===== src/rtl/hv_cfg_pkg.sv =====
// Summary of operation
// - Bit 7 set keeps wake driver through thermal
// - Bit 6 powers the precision oscillator
// - Bit 5 selects bit-serial, drops pull-up
// - Bit 4 drives wake pin high, but its output enable drops during a thermal event with bit 7 clear
// - Bit 3 enables supply monitor interrupt path
// - Bit 2 enables low-voltage flag function
// - Bits 1:0 select LIN driver mode
// - Second register eight bits, reset zero, indirect
// - Commands 0/1 read, 8/9 write configs
// Purpose: Constants for the high-voltage configuration registers
// Assumes: Single clock, synchronous active-high reset
// Notes:   Commands arrive as 4-bit codes with an 8-bit data word
package hv_cfg_pkg;
   localparam logic [3:0] CMD_RD_FIRST  = 4'h0;
   localparam logic [3:0] CMD_RD_SECOND = 4'h1;
   localparam logic [3:0] CMD_WR_FIRST  = 4'h8;
   localparam logic [3:0] CMD_WR_SECOND = 4'h9;
   localparam logic [7:0] CFG_RESET     = 8'h00;
   localparam int         BIT_THERM_DIS = 7;
   localparam int         BIT_OSC_EN    = 6;
   localparam int         BIT_BSD       = 5;
   localparam int         BIT_WAKE      = 4;
   localparam int         BIT_PSM       = 3;
   localparam int         BIT_LVF       = 2;
   localparam logic [1:0] LIN_ON        = 2'h2;
   localparam int         IRQ_SUPPLY_BIT = 16;
   localparam int         LATENCY_CYC   = 2;
endpackage : hv_cfg_pkg


===== src/rtl/high_voltage_config_regs.sv =====
// Purpose: Indirect command interface and decoded high-voltage controls
// Assumes: Command strobe only when busy is low
// Notes:   Reserved LIN codes leave the driver off
`timescale 1ns/1ps
module high_voltage_config_regs (
   // Clock and reset
   input  wire logic        i_clk,
   input  wire logic        i_rst,
   // Command and data registers
   input  wire logic        i_cmd_we,
   input  wire logic [3:0]  i_cmd,
   input  wire logic        i_dat_we,
   input  wire logic [7:0]  i_dat,
   output logic             o_busy,
   output logic             o_rd_ok,
   output logic             o_wr_ok,
   output logic [11:0]      o_data_reg,
   // Analog side inputs and interrupt enable mask
   input  wire logic        i_thermal_event,
   input  wire logic        i_supply_low,
   input  wire logic        i_core_dropped,
   input  wire logic [31:0] i_irq_enable,
   // Decoded controls
   output logic             o_wake_drv_en,
   output logic             o_osc_en,
   output logic             o_lin_pullup_en,
   output logic             o_bit_serial_mode,
   output logic             o_wake_pin,
   output logic             o_wake_pin_oe,
   output logic             o_supply_monitor_en,
   output logic             o_supply_irq,
   output logic             o_low_voltage_flag,
   output logic             o_lin_drv_en,
   output logic [7:0]       o_hv_config_first,
   output logic [7:0]       o_hv_config_second
);
   import hv_cfg_pkg::*;

   // ----------------------------------------
   // Command decode
   // ----------------------------------------
   logic [3:0] pend_cmd;
   logic [7:0] rdata;
   logic [1:0] cnt;
   logic       lvf_latch;
   wire        is_rd   = (i_cmd == CMD_RD_FIRST) || (i_cmd == CMD_RD_SECOND);
   wire        is_wr   = (i_cmd == CMD_WR_FIRST) || (i_cmd == CMD_WR_SECOND);
   wire        accept  = i_cmd_we && !o_busy;
   wire        done    = o_busy && (cnt == 2'(LATENCY_CYC - 1));
   wire        st_we   = done && pend_cmd[3];
   wire        st_sel  = pend_cmd[0];
   wire [7:0]  cfg0    = o_hv_config_first;

   hv_cfg_store u_store (
      .i_clk    (i_clk),
      .i_rst    (i_rst),
      .i_we     (st_we),
      .i_sel    (st_sel),
      .i_wdata  (o_data_reg[7:0]),
      .o_rdata  (rdata),
      .o_first  (o_hv_config_first),
      .o_second (o_hv_config_second)
   );

   // ----------------------------------------
   // Sequencing; latency keeps busy visible
   // ----------------------------------------
   always_ff @(posedge i_clk) begin
      if (i_rst) begin
         o_busy   <= 1'b0;
         o_rd_ok  <= 1'b0;
         o_wr_ok  <= 1'b0;
         cnt      <= 2'h0;
         pend_cmd <= 4'h0;
      end else if (accept && (is_rd || is_wr)) begin
         o_busy   <= 1'b1;
         cnt      <= 2'h0;
         pend_cmd <= i_cmd;
      end else if (done) begin
         o_busy   <= 1'b0;
         o_rd_ok  <= !pend_cmd[3];
         o_wr_ok  <= pend_cmd[3];
      end else if (o_busy) begin
         cnt      <= cnt + 2'h1;
      end
   end

   // Data register: command tag above data byte
   always_ff @(posedge i_clk) begin
      if (i_rst) begin
         o_data_reg <= 12'h000;
      end else if (o_busy && !pend_cmd[3] && cnt == 2'(LATENCY_CYC - 1)) begin
         // Registered store output; no write can land while a read is pending
         o_data_reg <= {pend_cmd, rdata};
      end else if (i_dat_we && !o_busy) begin
         o_data_reg <= {4'h0, i_dat};
      end
   end

   // ----------------------------------------
   // Decoded controls
   // ----------------------------------------
   always_ff @(posedge i_clk) begin
      if (i_rst) begin
         o_wake_drv_en       <= 1'b0;
         o_osc_en            <= 1'b0;
         o_lin_pullup_en     <= 1'b0;
         o_bit_serial_mode   <= 1'b0;
         o_wake_pin          <= 1'b0;
         o_wake_pin_oe       <= 1'b0;
         o_supply_monitor_en <= 1'b0;
         o_supply_irq        <= 1'b0;
         o_low_voltage_flag  <= 1'b0;
         o_lin_drv_en        <= 1'b0;
         lvf_latch           <= 1'b0;
      end else begin
         o_wake_drv_en       <= cfg0[BIT_THERM_DIS] || !i_thermal_event;
         o_osc_en            <= cfg0[BIT_OSC_EN];
         o_lin_pullup_en     <= !cfg0[BIT_BSD];
         o_bit_serial_mode   <= cfg0[BIT_BSD];
         o_wake_pin          <= cfg0[BIT_WAKE];
         o_wake_pin_oe       <= cfg0[BIT_WAKE] && (cfg0[BIT_THERM_DIS] || !i_thermal_event);
         o_supply_monitor_en <= cfg0[BIT_PSM];
         o_supply_irq        <= cfg0[BIT_PSM] && i_irq_enable[IRQ_SUPPLY_BIT] && i_supply_low;
         lvf_latch           <= cfg0[BIT_LVF] && (lvf_latch || i_core_dropped);
         o_low_voltage_flag  <= cfg0[BIT_LVF] && (lvf_latch || i_core_dropped);
         o_lin_drv_en        <= (cfg0[1:0] == LIN_ON);
      end
   end

   AST_BUSY_LEN: assert property (@(posedge i_clk) disable iff (i_rst)
      $rose(o_busy) |-> o_busy [*2] ##1 !o_busy) else $error("busy length wrong");
   AST_WR_FIRST: assert property (@(posedge i_clk) disable iff (i_rst)
      (accept && i_cmd == CMD_WR_FIRST) |-> ##3 (o_hv_config_first == $past(o_data_reg[7:0], 3)))
      else $error("first write lost");
   AST_STABLE: assert property (@(posedge i_clk) disable iff (i_rst)
      !st_we |=> $stable(o_hv_config_first) && $stable(o_hv_config_second))
      else $error("config changed without write");
   AST_LIN: assert property (@(posedge i_clk) disable iff (i_rst)
      ##1 o_lin_drv_en == ($past(cfg0[1:0]) == LIN_ON)) else $error("lin mode wrong");
   AST_PULLUP: assert property (@(posedge i_clk) disable iff (i_rst)
      !$past(i_rst) |-> o_lin_pullup_en != o_bit_serial_mode) else $error("pullup vs bsd");
   AST_OSC: assert property (@(posedge i_clk) disable iff (i_rst)
      ##1 o_osc_en == $past(cfg0[BIT_OSC_EN])) else $error("osc enable wrong");
   AST_THERM: assert property (@(posedge i_clk) disable iff (i_rst)
      (i_thermal_event && !cfg0[BIT_THERM_DIS]) |=> !o_wake_drv_en) else $error("no shutdown");
   AST_WAKE: assert property (@(posedge i_clk) disable iff (i_rst)
      ##1 o_wake_pin == $past(cfg0[BIT_WAKE])) else $error("wake pin wrong");
   AST_IRQ: assert property (@(posedge i_clk) disable iff (i_rst)
      o_supply_irq |-> $past(cfg0[BIT_PSM] && i_supply_low)) else $error("spurious irq");
   AST_LVF: assert property (@(posedge i_clk) disable iff (i_rst)
      o_low_voltage_flag |-> $past(cfg0[BIT_LVF])) else $error("lvf without enable");
   AST_RD: assert property (@(posedge i_clk) disable iff (i_rst)
      (accept && i_cmd == CMD_RD_SECOND) |-> ##3 o_data_reg == {CMD_RD_SECOND, o_hv_config_second})
      else $error("read back wrong");
endmodule : high_voltage_config_regs


===== src/rtl/hv_cfg_store.sv =====
// Purpose: Two-word configuration store with registered read data
// Assumes: One write or read per cycle
// Notes:   Word 0 is the first register, word 1 the second
`timescale 1ns/1ps
module hv_cfg_store (
   // Clock and reset
   input  wire logic       i_clk,
   input  wire logic       i_rst,
   // Access
   input  wire logic       i_we,
   input  wire logic       i_sel,
   input  wire logic [7:0] i_wdata,
   output logic [7:0]      o_rdata,
   output logic [7:0]      o_first,
   output logic [7:0]      o_second
);
   import hv_cfg_pkg::*;
   always_ff @(posedge i_clk) begin
      if (i_rst) begin
         o_first  <= CFG_RESET;
         o_second <= CFG_RESET;
      end else if (i_we && !i_sel) begin
         o_first  <= i_wdata;
      end else if (i_we && i_sel) begin
         o_second <= i_wdata;
      end
   end
   always_ff @(posedge i_clk) begin
      if (i_rst) begin
         o_rdata <= 8'h00;
      end else begin
         o_rdata <= i_sel ? o_second : o_first;
      end
   end
endmodule : hv_cfg_store


===== config.mk =====
export PLATFORM = sky130hd
export DESIGN_NAME = high_voltage_config_regs
export DESIGN_NICKNAME = d
export VERILOG_FILES = /design/src/rtl/hv_cfg_pkg.sv /design/src/rtl/high_voltage_config_regs.sv /design/src/rtl/hv_cfg_store.sv
export SDC_FILE = /design/constraint.sdc
export NUM_CORES = 1
export LEC_CHECK = 0
export BUFFER_PORTS_ARGS = -buffer_cell sky130_fd_sc_hd__buf_4
export CORE_ASPECT_RATIO = 2
export CORE_MARGIN = 4
export CORE_UTILIZATION = 40
export DETAILED_ROUTE_END_ITERATION = 10
export PLACE_DENSITY = 0.77
export SKIP_CTS_REPAIR_TIMING = 1
export SLEW_MARGIN = 20
export SYNTH_ARGS = -nofsm -noshare
export SYNTH_HDL_FRONTEND = slang
export SYNTH_SLANG_ARGS = --single-unit

===== constraint.sdc =====
create_clock -name i_clk -period 1.7 [get_ports i_clk]
set_input_delay 0.085 -clock i_clk [delete_from_list [all_inputs] [get_ports i_clk]]
set_output_delay 0.085 -clock i_clk [all_outputs]
set_load 0.005 [all_outputs]

==> key figures <==
Outcome
  – Status: complete, but fails checks
  – Failing checks: negative hold slack

Layout
  – Area Growth Syn to Fin: 29.5%
  – FF+latch area: between 0.001 and 0.0015 mm2
  – Max reg flops: 12
  – Antenna Cells: 0
  – Layout cells sized above 1: ~28%
  – # fillers: 454
  – Most common cell after layout, fill and taps aside: buf_4
  – Fin nets: between 300 and 400
  – Area of the multi-input gates: 798 um2
  – Most frequent cells in the layout: buf_4 (66), dfxtp_1 (55), nand2_1 (45)
  – Final std cells w/o fill: around 340

Power and ir drop
  – PwrDens: 860 mW/mm2
  – LEAKAGE: roughly 1.1 nW
  – Worst vdd ir: a little over 0.0006 V

Job
  – # Max-Cap Violations: 0

Floorplan
  – Die Wd: 57.9 um
  – Initial Util: 40.9%
  – Die Footprint: between 0.006 and 0.007 mm2
  – Row count: 36
  – Core area: ~0.005 mm2
  – Height of the die: ~110 um
  – I/O pins: 92

Placed design
  – Post-DP HPWL: 3320 um
  – Worst slack, placed: slightly below 0.2 ns
  – RePlAce Congestion: 0.788
  – DP Cell Count: approximately 330
  – Port-buffer cells: 60

STA
  – Min Hold Slack: -0.00843 ns
  – Setup WS post-layout: between 0.1 and 0.15 ns
  – Min Tclk post-route: 1.56 ns
  – Final Hold Fails: 1
  – Final period util: a little over 90%
  – Rel. slew slack: between 60 and 70%
  – Worst Tran Pin Value: between 0.5 and 0.6 ns
  – Max Freq: approximately 640 MHz
  – Count of final setup violators: 0
  – RSZ-0062 raised after global routing: no
  – Final max-slew violation count: 0
  – Setup TNS Final: 0 ns
  – Final setup skew: 0.0110 ns

Logic synthesis
  – Yosys warns: 0
  – Netlist cell types: 30
  – Synth Area per Inst: approximately 9 um2
  – Post-synthesis net count: between 200 and 300
  – Mapped Cells: approximately 220
  – Synth top area share: a little under three fifths
  – Ranking of synthesized cells by area: dfxtp_1 (55%), nand2_1 (8.5%), a21oi_1 (7.5%), mux2i_1 (5.0%), nor2_1 (4.7%)
  – Cell taking the most area after synthesis: dfxtp_1
  – Sequential fraction of the synthesis area: between 50% and 60%
  – Flops & latches, synth: 55
  – Synthesized area: roughly 0.0020 mm2

Global route
  – GRT Total Usage: around 16%
  – Pin count of the biggest net entering global routing: 53
  – Vias in the first global route: approximately 1,600
  – First-pass GRT wire length: about 7400 um
  – GRT overflow: 0
  – Antenna violations before repair: 0

Route
  – Wire per inst: around 14 um
  – First DRT Iteration DRCs: 42
  – Via count: 1,728
  – DRC Markers: 0
  – Drt pass-1 iters: 4
  – Vias per cell: between 5 and 6
  – Routed wire length: between 4000 and 5000 um
  – ANT nets after route: 0

Critical path
  – Worst Path Max Fanout: 11
  – Setup crit start kind: flop
  – Critical Path Slowest Stage Cell: nand3b_1
  – CP endpoint kind: flop
  – Buf/Inv on CP: 0
  – Family with the most delay on the worst path: simple AND/OR/NAND/NOR gates
  – Worst setup path category: flop to flop
  – Worst path max stage delay: ~0.42 ns
  – Cells along the critical path: ha_1 -> nand3b_1 -> nor2_1 -> a211oi_1
  – Worst EP arrival: around 1.7 ns
  – Reg-to-reg setup timing slack: between 0.1 and 0.15 ns
  – Required time worst endpoint: 1.87 ns

Clock network
  – Root Buffer Master: clkbuf_8
  – CTS tree: yes
  – Clk_lat worst skew: around 0.31 ns
  – CTS Buf Count: 5
  – CTS Buffer Depth: 2
  – Clock transition at path regs: ~0.10 ns
  – H-tree depth: 2
  – Count of clock tree sinks: 55

Worst hold path
  – Worst Hold Class: input port to flop
[cells by family after synthesis]
group                      after synthesis  share of synthesized area (%)
AOI/OAI and AO/OA                       39                           11.0
xor gates and xnor gates                 1                          0.440
adders and majority gates                1                          0.629
buffers and inverters                   17                           4.53
DFF                                     55                           55.3
muxes                                   10                           5.03
and+or+nand+nor                         96                           23.0
[through the flow]
step | hold slack, ns | instance area (um2) | util [%] | power (W)
floorplan | 0.193 | 1990 | - | 0.00144
global placement | 0.281 | 2470 | 50.8 | 0.00151
detailed placement | 0.287 | 2470 | 50.8 | 0.00152
CTS | -0.0581 | 2570 | 52.8 | 0.00224
global route | 0.00432 | 2580 | 53.0 | 0.00231
finish | -0.00843 | 2580 | 53.0 | 0.00222
[layout make-up]
cell class | count | area share [%]
Multi-Input combinational cell | 147 | 31.0
Clock inverter | 3 | 0.923
Sequential cell | 55 | 42.7
Clock buffer | 5 | 2.67
Tap cell | 57 | 2.77
Timing Repair Buffer | 67 | 19.6
Inverter | 2 | 0.291
[final timing paths]
path	start	endpoint	depth (start not counted)
min	i_irq_enable[16]	o_supply_irq	2
min reg2reg	pend_cmd[2]	o_data_reg[10]	2
max	cnt[0]	o_data_reg[0]	4
max reg2reg	cnt[0]	o_data_reg[0]	4
[synthesized netlist by cell type]
| library cell | count |
|---|---|
| buf_4 | 1 |
| and4b_1 | 1 |
| a21oi_1 | 30 |
| nor2_1 | 25 |
| nand2b_1 | 1 |
| and2_1 | 3 |
| nand3b_1 | 1 |
| inv_1 | 2 |
| nand3_1 | 4 |
| a2111oi_0 | 1 |
| buf_2 | 6 |
| a211oi_1 | 8 |
| nor4b_4 | 1 |
| mux2i_1 | 10 |
| nand2_1 | 45 |
| ha_1 | 1 |
| clkbuf_1 | 6 |
| buf_6 | 2 |
| and3b_2 | 1 |
| and4_1 | 1 |
| nor3_1 | 1 |
| dfxtp_1 | 55 |
| nand4b_1 | 1 |
| nand4_1 | 1 |
| and2b_2 | 1 |
| nor3b_1 | 2 |
| nor2b_1 | 5 |
| xnor2_1 | 1 |
| nor4b_1 | 1 |
| and3_1 | 1 |
[power by group]
part / internal (W) / total (W) / switching (W) / leakage [nW]
sequential: 0.00131 / 0.00133 / 0.0000244 / 0.445
combinational: 0.0000819 / 0.000155 / 0.0000729 / 0.569
clock: 0.000295 / 0.000728 / 0.000432 / 0.0408
total: 0.00169 / 0.00222 / 0.000530 / 1.06
[layer usage]
metal  vias to the layer above  global-route usage [%]  part of all wire [%]
li1                        843                       -                     -
met1                       823                    17.0                    37
met2                        52                    27.5                    55
met3                        10                    3.00                   5.5
met4                         0                    7.79                   2.8
met5                         -                       0                     0
Power figures use the tool's default switching activity.
